### config.mk
export PLATFORM = sky130hd
export DESIGN_NAME = gfttr_top
export DESIGN_NICKNAME = d
export VERILOG_FILES = /design/src/gfttr_pkg.sv /design/src/gfttr_top.sv
export SDC_FILE = /design/constraint.sdc
export NUM_CORES = 1
export LEC_CHECK = 0
export BUFFER_PORTS_ARGS = -buffer_cell sky130_fd_sc_hd__buf_2
export CELL_PAD_IN_SITES_DETAIL_PLACEMENT = 1
export CELL_PAD_IN_SITES_GLOBAL_PLACEMENT = 1
export CORE_MARGIN = 1
export CORE_UTILIZATION = 35
export CTS_BUF_LIST = sky130_fd_sc_hd__clkbuf_4 sky130_fd_sc_hd__clkbuf_8 sky130_fd_sc_hd__clkbuf_16
export CTS_CLUSTER_DIAMETER = 50
export DETAILED_ROUTE_END_ITERATION = 12
export PLACE_DENSITY_LB_ADDON = 0.1
export RECOVER_POWER = 100
export SLEW_MARGIN = 5
export SYNTH_ARGS = -nofsm -noshare
export SYNTH_HDL_FRONTEND = slang
export SYNTH_SLANG_ARGS = --single-unit
### constraint.sdc
create_clock -name clock -period 3.8 [get_ports clock]
set_clock_uncertainty 0.15 [all_clocks]
set_input_delay 0.76 -clock clock [delete_from_list [all_inputs] [get_ports clock]]
set_output_delay 0.76 -clock clock [all_outputs]
set_load 0.01 [all_outputs]
### src/gfttr_pkg.sv
// Constants, register map and types of the gated frequency trigger
package gfttr_pkg;

  // Timing
  localparam int CLK_HZ       = 50_000_000;
  localparam int GATE_UNIT_MS = 10;
  localparam int TICK_CYC     = GATE_UNIT_MS * (CLK_HZ / 1000);

  // Widths and limits
  localparam int          CNT_W   = 20;
  localparam logic [13:0] LVL_MAX = 14'h270f;

  // Register byte offsets
  localparam logic [4:0] OFS_CTRL   = 5'h00;
  localparam logic [4:0] OFS_SET    = 5'h04;
  localparam logic [4:0] OFS_CLR    = 5'h08;
  localparam logic [4:0] OFS_GATE   = 5'h0c;
  localparam logic [4:0] OFS_BLK    = 5'h10;
  localparam logic [4:0] OFS_STATUS = 5'h14;
  localparam logic [4:0] OFS_RATE   = 5'h18;
  localparam logic [4:0] OFS_RUN    = 5'h1c;

  // Field positions
  localparam int CTRL_EN_BIT  = 0;
  localparam int CTRL_SRC_BIT = 1;
  localparam int STAT_OUT_BIT = 0;
  localparam int STAT_RUN_BIT = 1;

  // Reset values
  localparam logic        CTRL_EN_RST  = 1'b0;
  localparam logic        CTRL_SRC_RST = 1'b0;
  localparam logic [7:0]  BLK_RST      = 8'h00;
  localparam logic [13:0] SET_RST      = 14'h0000;
  localparam logic [13:0] CLR_RST      = 14'h0000;
  localparam logic [13:0] GATE_RST     = 14'h0064;

  typedef struct packed {
    logic        en;
    logic        src_ext;
    logic [7:0]  blk;
    logic [13:0] set_lvl;
    logic [13:0] clr_lvl;
    logic [13:0] gate;
  } gfttr_cfg_t;

  typedef enum logic [1:0] {
    BUS_IDLE = 2'b00,
    BUS_ANS  = 2'b01
  } gfttr_bus_t;

endpackage : gfttr_pkg

### src/gfttr_top.sv
// Gated frequency threshold trigger with Avalon-MM register slave
//
// Functional notes
// - Count only rising edges of pulse input
// - Count up to 5 kHz without loss
// - Set and clear levels range 0 to 9999
// - Gate interval 00:00 to 99:99 seconds
// - Accumulate edges across each gate interval
// - Measured rate equals count per gate
// - Evaluate thresholds only at gate boundary
// - Hysteresis when set level not below clear
// - Window detect when set below clear
// - Gate always counted in 10 ms timebase
// - Gate may come from another block
module gfttr_top
  import gfttr_pkg::*;
#(
  parameter int TICK_CYCLES = TICK_CYC
)(
  input  wire logic        clock,
  input  wire logic        sys_rst,
  input  wire logic        ce,
  input  wire logic [4:0]  avs_address,
  input  wire logic        avs_read,
  input  wire logic        avs_write,
  input  wire logic [31:0] avs_writedata,
  input  wire logic [3:0]  avs_byteenable,
  output logic      [31:0] avs_readdata,
  output logic             avs_waitrequest,
  input  wire logic        pulse_in,
  input  wire logic [15:0] blk_value,
  output logic      [7:0]  blk_sel,
  output logic             trig_out
);

  //////////////////////////////////////////////////////////////////////
  // Declarations

  gfttr_cfg_t       cfg_r;
  gfttr_bus_t       bus_r;
  logic [31:0]      rdata_r;
  logic             wait_r;
  logic             pulse_prev_r;
  logic [31:0]      tick_cnt_r;
  logic [13:0]      gate_cnt_r;
  logic [CNT_W-1:0] cnt_r;
  logic [CNT_W-1:0] rate_r;
  logic             out_r;
  logic             rise;
  logic             tick;
  logic             gate_end;
  logic             evt;
  logic [13:0]      gate_len;
  logic [CNT_W-1:0] meas_nxt;
  logic             out_nxt;
  logic             wr_go;

  //////////////////////////////////////////////////////////////////////
  // Functions

  // Out of range settings saturate rather than wrap
  function automatic logic [13:0] clamp_lvl(input logic [15:0] v);
    if (v > {2'b00, LVL_MAX})
    begin
      return LVL_MAX;
    end
    return v[13:0];
  endfunction : clamp_lvl

  function automatic logic [CNT_W-1:0] sat_inc(
    input logic [CNT_W-1:0] v,
    input logic             inc
  );
    if (inc && (v != {CNT_W{1'b1}}))
    begin
      return v + {{(CNT_W-1){1'b0}}, 1'b1};
    end
    return v;
  endfunction : sat_inc

  function automatic logic decide(
    input logic [CNT_W-1:0] f,
    input logic [13:0]      on_l,
    input logic [13:0]      off_l,
    input logic             prev
  );
    logic [CNT_W-1:0] on_w;
    logic [CNT_W-1:0] off_w;
    on_w  = CNT_W'(on_l);
    off_w = CNT_W'(off_l);
    if (on_l >= off_l)
    begin
      if (f > on_w)
      begin
        return 1'b1;
      end
      if (f <= off_w)
      begin
        return 1'b0;
      end
      return prev;
    end
    return (f >= on_w) && (f < off_w);
  endfunction : decide

  //////////////////////////////////////////////////////////////////////
  // Gate timing

  assign rise     = pulse_in & ~pulse_prev_r;
  // Gate of zero is stretched to one unit so boundaries never stop
  assign gate_len = cfg_r.src_ext ? clamp_lvl(blk_value) : cfg_r.gate;
  assign tick     = (tick_cnt_r == 32'(TICK_CYCLES - 1));
  assign gate_end = tick && ((gate_cnt_r + 14'h0001) >= gate_len);
  assign evt      = ce && cfg_r.en && gate_end;
  assign meas_nxt = sat_inc(cnt_r, rise);
  assign out_nxt  = decide(meas_nxt, cfg_r.set_lvl, cfg_r.clr_lvl, out_r);

  always_ff @(posedge clock)
  begin
    if (sys_rst)
    begin
      pulse_prev_r <= 1'b0;
    end
    else if (ce)
    begin
      pulse_prev_r <= pulse_in;
    end
  end

  always_ff @(posedge clock)
  begin
    if (sys_rst)
    begin
      tick_cnt_r <= 32'h0000_0000;
      gate_cnt_r <= 14'h0000;
    end
    else if (ce)
    begin
      if (!cfg_r.en || tick)
      begin
        tick_cnt_r <= 32'h0000_0000;
      end
      else
      begin
        tick_cnt_r <= tick_cnt_r + 32'h0000_0001;
      end
      if (!cfg_r.en || gate_end)
      begin
        gate_cnt_r <= 14'h0000;
      end
      else if (tick)
      begin
        gate_cnt_r <= gate_cnt_r + 14'h0001;
      end
    end
  end

  //////////////////////////////////////////////////////////////////////
  // Pulse count, latch and threshold decision

  always_ff @(posedge clock)
  begin
    if (sys_rst)
    begin
      cnt_r <= '0;
    end
    else if (ce)
    begin
      if (!cfg_r.en || gate_end)
      begin
        cnt_r <= '0;
      end
      else
      begin
        cnt_r <= meas_nxt;
      end
    end
  end

  always_ff @(posedge clock)
  begin
    if (sys_rst)
    begin
      rate_r <= '0;
      out_r  <= 1'b0;
    end
    else if (evt)
    begin
      rate_r <= meas_nxt;
      out_r  <= out_nxt;
    end
  end

  assign trig_out = out_r;
  assign blk_sel  = cfg_r.blk;

  //////////////////////////////////////////////////////////////////////
  // Avalon-MM slave: one wait cycle, then the answer edge

  assign wr_go = (bus_r == BUS_ANS) && avs_write;

  always_ff @(posedge clock)
  begin
    if (sys_rst)
    begin
      bus_r  <= BUS_IDLE;
      wait_r <= 1'b1;
    end
    else if (ce)
    begin
      case (bus_r)
        BUS_IDLE:
        begin
          if (avs_read || avs_write)
          begin
            bus_r  <= BUS_ANS;
            wait_r <= 1'b0;
          end
        end
        BUS_ANS:
        begin
          bus_r  <= BUS_IDLE;
          wait_r <= 1'b1;
        end
        default:
        begin
          bus_r  <= BUS_IDLE;
          wait_r <= 1'b1;
        end
      endcase
    end
  end

  always_ff @(posedge clock)
  begin
    if (sys_rst)
    begin
      rdata_r <= 32'h0000_0000;
    end
    else if (ce && (bus_r == BUS_IDLE) && avs_read)
    begin
      case ({avs_address[4:2], 2'b00})
        OFS_CTRL:   rdata_r <= {30'h0, cfg_r.src_ext, cfg_r.en};
        OFS_SET:    rdata_r <= {18'h0, cfg_r.set_lvl};
        OFS_CLR:    rdata_r <= {18'h0, cfg_r.clr_lvl};
        OFS_GATE:   rdata_r <= {18'h0, cfg_r.gate};
        OFS_BLK:    rdata_r <= {24'h0, cfg_r.blk};
        OFS_STATUS: rdata_r <= {30'h0, cfg_r.en, out_r};
        OFS_RATE:   rdata_r <= {12'h0, rate_r};
        OFS_RUN:    rdata_r <= {12'h0, cnt_r};
        default:    rdata_r <= 32'h0000_0000;
      endcase
    end
  end

  // Levels are narrow: data comes from the low two byte lanes, but only avs_byteenable[0] gates the write
  always_ff @(posedge clock)
  begin
    if (sys_rst)
    begin
      cfg_r.en      <= CTRL_EN_RST;
      cfg_r.src_ext <= CTRL_SRC_RST;
      cfg_r.blk     <= BLK_RST;
      cfg_r.set_lvl <= SET_RST;
      cfg_r.clr_lvl <= CLR_RST;
      cfg_r.gate    <= GATE_RST;
    end
    else if (ce && wr_go && avs_byteenable[0])
    begin
      case ({avs_address[4:2], 2'b00})
        OFS_CTRL:
        begin
          cfg_r.en      <= avs_writedata[CTRL_EN_BIT];
          cfg_r.src_ext <= avs_writedata[CTRL_SRC_BIT];
        end
        OFS_SET:  cfg_r.set_lvl <= clamp_lvl(avs_writedata[15:0]);
        OFS_CLR:  cfg_r.clr_lvl <= clamp_lvl(avs_writedata[15:0]);
        OFS_GATE: cfg_r.gate    <= clamp_lvl(avs_writedata[15:0]);
        OFS_BLK:  cfg_r.blk     <= avs_writedata[7:0];
        default:  cfg_r.blk     <= cfg_r.blk;
      endcase
    end
  end

  assign avs_readdata    = rdata_r;
  assign avs_waitrequest = wait_r;
endmodule : gfttr_top

== Word-level counts from Yosys, hierarchy flattened ==
Cells that the tools add are included.

* Muxes and demuxes: 42
* Bitwise gates (word level): 2
* Equal/unequal tests: 12
* Add/sub/neg operators: 3
* Order comparisons: 8
* Reduce and logical (&&, ||, !) cells: 25

{| class="wikitable"
|+ Operator list
! cell !! number
|-
| case mux 32 bit (8 select lines) || 1
|-
| 2-to-1 mux 14 bit || 9
|-
| 2-to-1 mux 20 bit || 3
|-
| adder 32 x 1 -> 32 bit (second input constant) || 1
|-
| equality test 32 x 19 -> 1 bit (second input constant) || 1
|-
| > comparator 16 x 14 -> 1 bit (second input constant) || 2
|-
| 2-to-1 mux 32 bit || 1
|-
| greater-or-equal comparator 14 bit || 2
|-
| 2-to-1 mux 1 bit || 26
|-
| adder 20 x 1 -> 20 bit (second input constant) || 1
|-
| greater-or-equal comparator 20 x 14 -> 1 bit || 1
|-
| > comparator 20 x 14 -> 1 bit || 1
|-
| less-or-equal comparator 20 x 14 -> 1 bit || 1
|-
| less-than comparator 20 x 14 -> 1 bit || 1
|-
| inequality test 20 bit (second input constant) || 1
|-
| AND reduction 2 bit || 8
|-
| adder 14 x 1 -> 14 bit (second input constant) || 1
|-
| equality test 3 bit (second input constant) || 4
|-
| logical AND 1 bit || 10
|-
| equality test 3 x 2 -> 1 bit (second input constant) || 2
|-
| 2-to-1 mux 2 bit || 2
|-
| inequality test 4 bit (second input constant) || 1
|-
| equality test 3 x 1 -> 1 bit (second input constant) || 1
|-
| logical NOT 3 bit || 1
|-
| other kinds (8) || 10
|}

* Register bits after elaboration: 175

== Longest topological paths before layout ==
* Depth in word-level cells: 14
* Depth in mapped cells: 17
* Gate-level depth less buffers: 16

== Least setup slack after synthesis ==
OpenSTA, ideal clock, no wires.

* Kind: input to register
* Start: input blk_value[7]
* End: register cnt_r[14]
* Setup time: 0.070 ns
* Path slack: 0.032 ns
* Data required time: 3.580 ns
* Stages: 16
* Arrival: 3.547 ns
* Cells stage by stage: nor4_1 > nor2_1 > o31ai_1 > and3_1 > clkbuf_1 > a21oi_1 > ha_1 > and4_1 > o21ai_0 > a41oi_1 > o21ai_2 > nand2_1 > a21oi_2 > buf_2 > o21ai_0 > a21oi_1

* Word-level cells in the longest chain between the ends: 8

{| class="wikitable"
|+ RTL lines
! item !! line !! text
|-
| start: declaration || gfttr_top.sv:31 || <nowiki>input wire logic [15:0] blk_value,</nowiki>
|-
| > comparator 16 x 14 -> 1 bit || gfttr_top.sv:63 || <nowiki>if (v > {2'b00, LVL_MAX})</nowiki>
|-
| 2-to-1 mux 1 bit || gfttr_top.sv:63 ||
|-
| 2-to-1 mux 14 bit (*) || gfttr_top.sv:67 || <nowiki>return v[13:0];</nowiki>
|-
| 2-to-1 mux 14 bit (*) || gfttr_top.sv:111 || <nowiki>assign gate_len = cfg_r.src_ext ? clamp_lvl(blk_value) : cfg_r.gate;</nowiki>
|-
| greater-or-equal comparator 14 bit (*) || gfttr_top.sv:113 || <nowiki>assign gate_end = tick && ((gate_cnt_r + 14'h0001) >= gate_len);</nowiki>
|-
| logical AND 1 bit (*) || gfttr_top.sv:113 ||
|-
| logical OR 1 bit (*) || gfttr_top.sv:169 || <nowiki>if (!cfg_r.en || gate_end)</nowiki>
|-
| 2-to-1 mux 20 bit (*) || gfttr_top.sv:169 ||
|-
| end signal: assignment || gfttr_top.sv:175 || <nowiki>cnt_r <= meas_nxt;</nowiki>
|-
| end: declaration || gfttr_top.sv:46 || <nowiki>logic [CNT_W-1:0] cnt_r;</nowiki>
|}

Every way passes the cells marked *; elsewhere a longest branch is shown, timed or not.
A chain may end at the register's enable or synchronous reset.

== Final worst setup path ==
* Start: register cnt_r[1]
* End: register out_r, in the netlist trig_out

* Word-level cells in the longest chain between the ends: 10
* Elaborated cells between the ends (all ways): 23

{| class="wikitable"
|+ RTL lines
! item !! line !! text
|-
| parallel branches: the longest is 3 deep, another holds adder 20 x 1 -> 20 bit || - ||
|-
| 2-to-1 mux 20 bit (*) || gfttr_top.sv:78 || <nowiki>return v;</nowiki>
|-
| via meas_nxt[11] || gfttr_top.sv:54 || <nowiki>logic [CNT_W-1:0] meas_nxt;</nowiki>
|-
| less-or-equal comparator 20 x 14 -> 1 bit / > comparator 20 x 14 -> 1 bit (equally long branches) || gfttr_top.sv:97, gfttr_top.sv:93 ||
|-
| 2-to-1 mux 1 bit, on equally long branches || gfttr_top.sv:97, gfttr_top.sv:93 ||
|-
| 2-to-1 mux 1 bit, on equally long branches || gfttr_top.sv:97, gfttr_top.sv:91, gfttr_top.sv:101 ||
|-
| 2-to-1 mux 1 bit, on equally long branches || gfttr_top.sv:91, gfttr_top.sv:97 ||
|-
| inequality test 4 bit (no line) / 2-to-1 mux 1 bit (equally long branches) || - ||
|-
| AND reduction 2 bit (no line) / 2-to-1 mux 1 bit (equally long branches) || - ||
|-
| end signal: assignment || gfttr_top.sv:190 || <nowiki>out_r <= out_nxt;</nowiki>
|-
| end: declaration || gfttr_top.sv:48 || <nowiki>logic out_r;</nowiki>
|}

Mark *: on every way through the listed nets, which the timed path passes. The select of a mux whose other input is x is not followed.

==> impl_results.md <==
* Pwr/cell area at 328 mW/mm²
* Failing checks: design-rule violations
* Inst Count DP at 1605
* Syn_area_per_cell at 8.15 µm²
* Vias per cell at 5.35
* Global placer's final weighted congestion at 0.841
* Largest area contributor in the netlist: dfxtp_1
* Most common cell in the synthesized netlist: nor2_1
* Top-Level Pins at 105
* Largest net degree at the start of global routing at 63
* Grt ovf at 0
* Crit share post-route at 0.960
* Initial antenna violation count at 0
* Synth warn at 0
* Drt pass-1 iters at 9
* Number of cells in the finished layout apart from fillers at 1640
* FF/Latch Area at 0.00325 mm²
* Register area share after synthesis at 0.344
* Count of different cell masters after synthesis at 73
* Port-buffer cells at 71
* Cell row count at 59
* Routed vias at 8768
* Die Span X at 166 µm
* CTS buffer count at 17
* Synth Cell Area at 0.00942 mm²
* FF-to-FF Start: cnt_r[1]
* Crit-path slowest cell: or3b_2
* Top cells by count, synth: nor2_1 (168), dfxtp_1 (162), nand2_1 (127)
* Clock-pin slew on the worst setup and hold paths at 0.08 ns
* Layout cells sized above 1 at 0.185
* Crit path DAT at 3.83 ns
* HP Class: register to register
* RSZ-0062 raised after global routing: yes
* CP endpoint kind: register
* Total Neg Setup Slack at 0 ns
* #FFs+latches synth at 162
* Number of synthesized flops with an enable pin at 0
* Commonest register cell after synthesis: dfxtp_1
* Worst setup SP type: register
* Share of the synthesized area in the top cell type at 0.344
* Final ANT Viol Nets at 0
* Synth-to-Final Area Change at 21.2%
* Final Hold Vio Count at 0
* First-pass GRT wire length at 50700 µm
* CP Cell Sequence: ha_2 > and4_4 > nand3_2 > o2111ai_2 > nor2_2 > nand2_1 > xnor2_1 > buf_4 > ha_1 > nand4_1 > nor3_1 > a221o_1 > or3b_2 > nand4b_1 > mux2i_1 > o31a_1
* Worst-Margin Slew at 0.995 ns
* Clock tree buffer depth at 2
* Vias in the first global route at 8886
* GRT Util Overall at 0.238
* Status: finished with violations
* Clock sink total at 162
* Critical path class: register to register
* Die Y at 166 µm
* Hold Buf Count CTS at 0
* Clk root buf: clkbuf_16
* HPWL Detailed at 24400 µm
* Area of the multi-input gates at 0.00580 mm²
* CP max stage delay at 0.47 ns
* Min cycle time layout at 3.65 ns
* Worst Setup SP: cnt_r[1]
* Cells after Synth at 1155
* Die ar. at 0.0276 mm²
* Clk Latency, worst-skew pair at 0.45 ns
* CP max FO at 3
* Starting Density at 0.359
* Starting DRT DRC Count at 523
* Synth area leaders: dfxtp_1 (34%), ha_1 (7.8%), nor2_1 (6.7%)
* CTS tree: yes
* Share of flip-flops with an asynchronous set or reset at 0
* Wire per inst at 19.4 µm
* VDD IR max at 0.000234 V
* CP required at 3.98 ns
* Final net count at 1413
* Core area at 0.0262 mm²
* Endpoints failing setup at 0
* Slew Viols, Final at 0
* Max-cap violation count at 0
* Routed WL at 31800 µm
* Min-Delay Startpoint: rate_r[12]
* Rel. slew slack at 0.332
* Drc violations at 4
* P_leak at 0.00451 µW
* Fillers at 3173
* Fmax at 274 MHz
* Max H-tree Level at 4
[cells in the final DEF (no fill, tap or decap), types with 31 or more instances in the layout]
cell type  instances
nor2_1           165
dfxtp_1          160
nand2_1          126
buf_4            107
a21oi_1           70
ha_1              58
o21ai_0           40
buf_2             39
inv_1             37
clkbuf_1          36
a211oi_1          35
nand3_1           33
xor2_1            32
nor3_1            31
[metrics by stage]
| step | cell area (µm²) | total power, µW | util | worst slack (ns) | hold slack (ns) |
|---|---|---|---|---|---|
| final | 11400 | 3740 | 0.436 | 0.152 | 0.299 |
| after global routing | 11400 | 3870 | 0.435 | -0.0430 | 0.321 |
| after CTS | 11300 | 3780 | 0.432 | 0.0176 | 0.304 |
| after detailed placement | 10700 | 1990 | 0.408 | -0.512 | 0.294 |
| after global placement | 10700 | 1990 | 0.408 | -0.458 | 0.286 |
| after floorplan | 9460 | 1890 | - | 0.0324 | 0.279 |
[state kept, by name, summed over array words and instances, names as in the netlist, 8 cells and up]
name	count
avs_readdata	20
blk_sel	8
cfg_r	44
cnt_r	20
gate_cnt_r	14
rate_r	20
tick_cnt_r	32
[path summary, 6_finish.rpt]
path,cells after the start,end,slack (ns)
worst max-delay path,16,trig_out,0.15
worst min-delay path,2,rate_r[12],0.30
worst max register to register,16,trig_out,0.15
worst min register to register,2,rate_r[12],0.30
[critical path: cells and delay by family (launching register included)]
family / cells / cell delay, ns
XOR/XNOR: 1 / 0.13
buffers and inverters: 1 / 0.16
AO/OA/AOI/OAI: 3 / 0.89
AND/OR/NAND/NOR: 8 / 1.35
flip-flops: 1 / 0.35
multiplexers: 1 / 0.08
adder cells (fa/ha/maj): 2 / 0.44
[layout make-up]
class | count | share of cell area
Antenna cell | 1 | 0.000219
Clock buffer | 17 | 0.0373
Clock inverter | 15 | 0.0160
Inverter | 39 | 0.0128
Multi-Input combinational cell | 885 | 0.508
Sequential cell | 162 | 0.284
Tap cell | 335 | 0.0367
Timing Repair Buffer | 186 | 0.104
[routing by layer]
| metal | track usage | vias up | share of wire |
|---|---|---|---|
| li1 | - | 4344 | - |
| met1 | 0.316 | 4267 | 0.48 |
| met2 | 0.400 | 129 | 0.48 |
| met3 | 0.0381 | 28 | 0.032 |
| met4 | 0.0585 | 0 | 0.015 |
| met5 | 0 | - | 0 |
[what timing repair did]
item,CTS,global route
setup buffers,0,2
gates cloned,0,0
gates resized for setup,3,34
setup endpoints to repair,11,52
pin swaps,0,17
[cells by family after synthesis]
group	share of synthesized area
and+or+nand+nor	0.245
AOI/OAI and AO/OA	0.164
DFF	0.344
buffers and inverters	0.0594
xor gates and xnor gates	0.0577
adders and majority gates	0.0784
muxes	0.0508
other	0.000398
[power by group]
part           switching (µW)  total (µW)  internal (µW)
sequential               11.6        1720           1710
combinational             156         231           74.9
clock                     892        1790            894
Note: power is estimated with default switching activity, not from simulation.
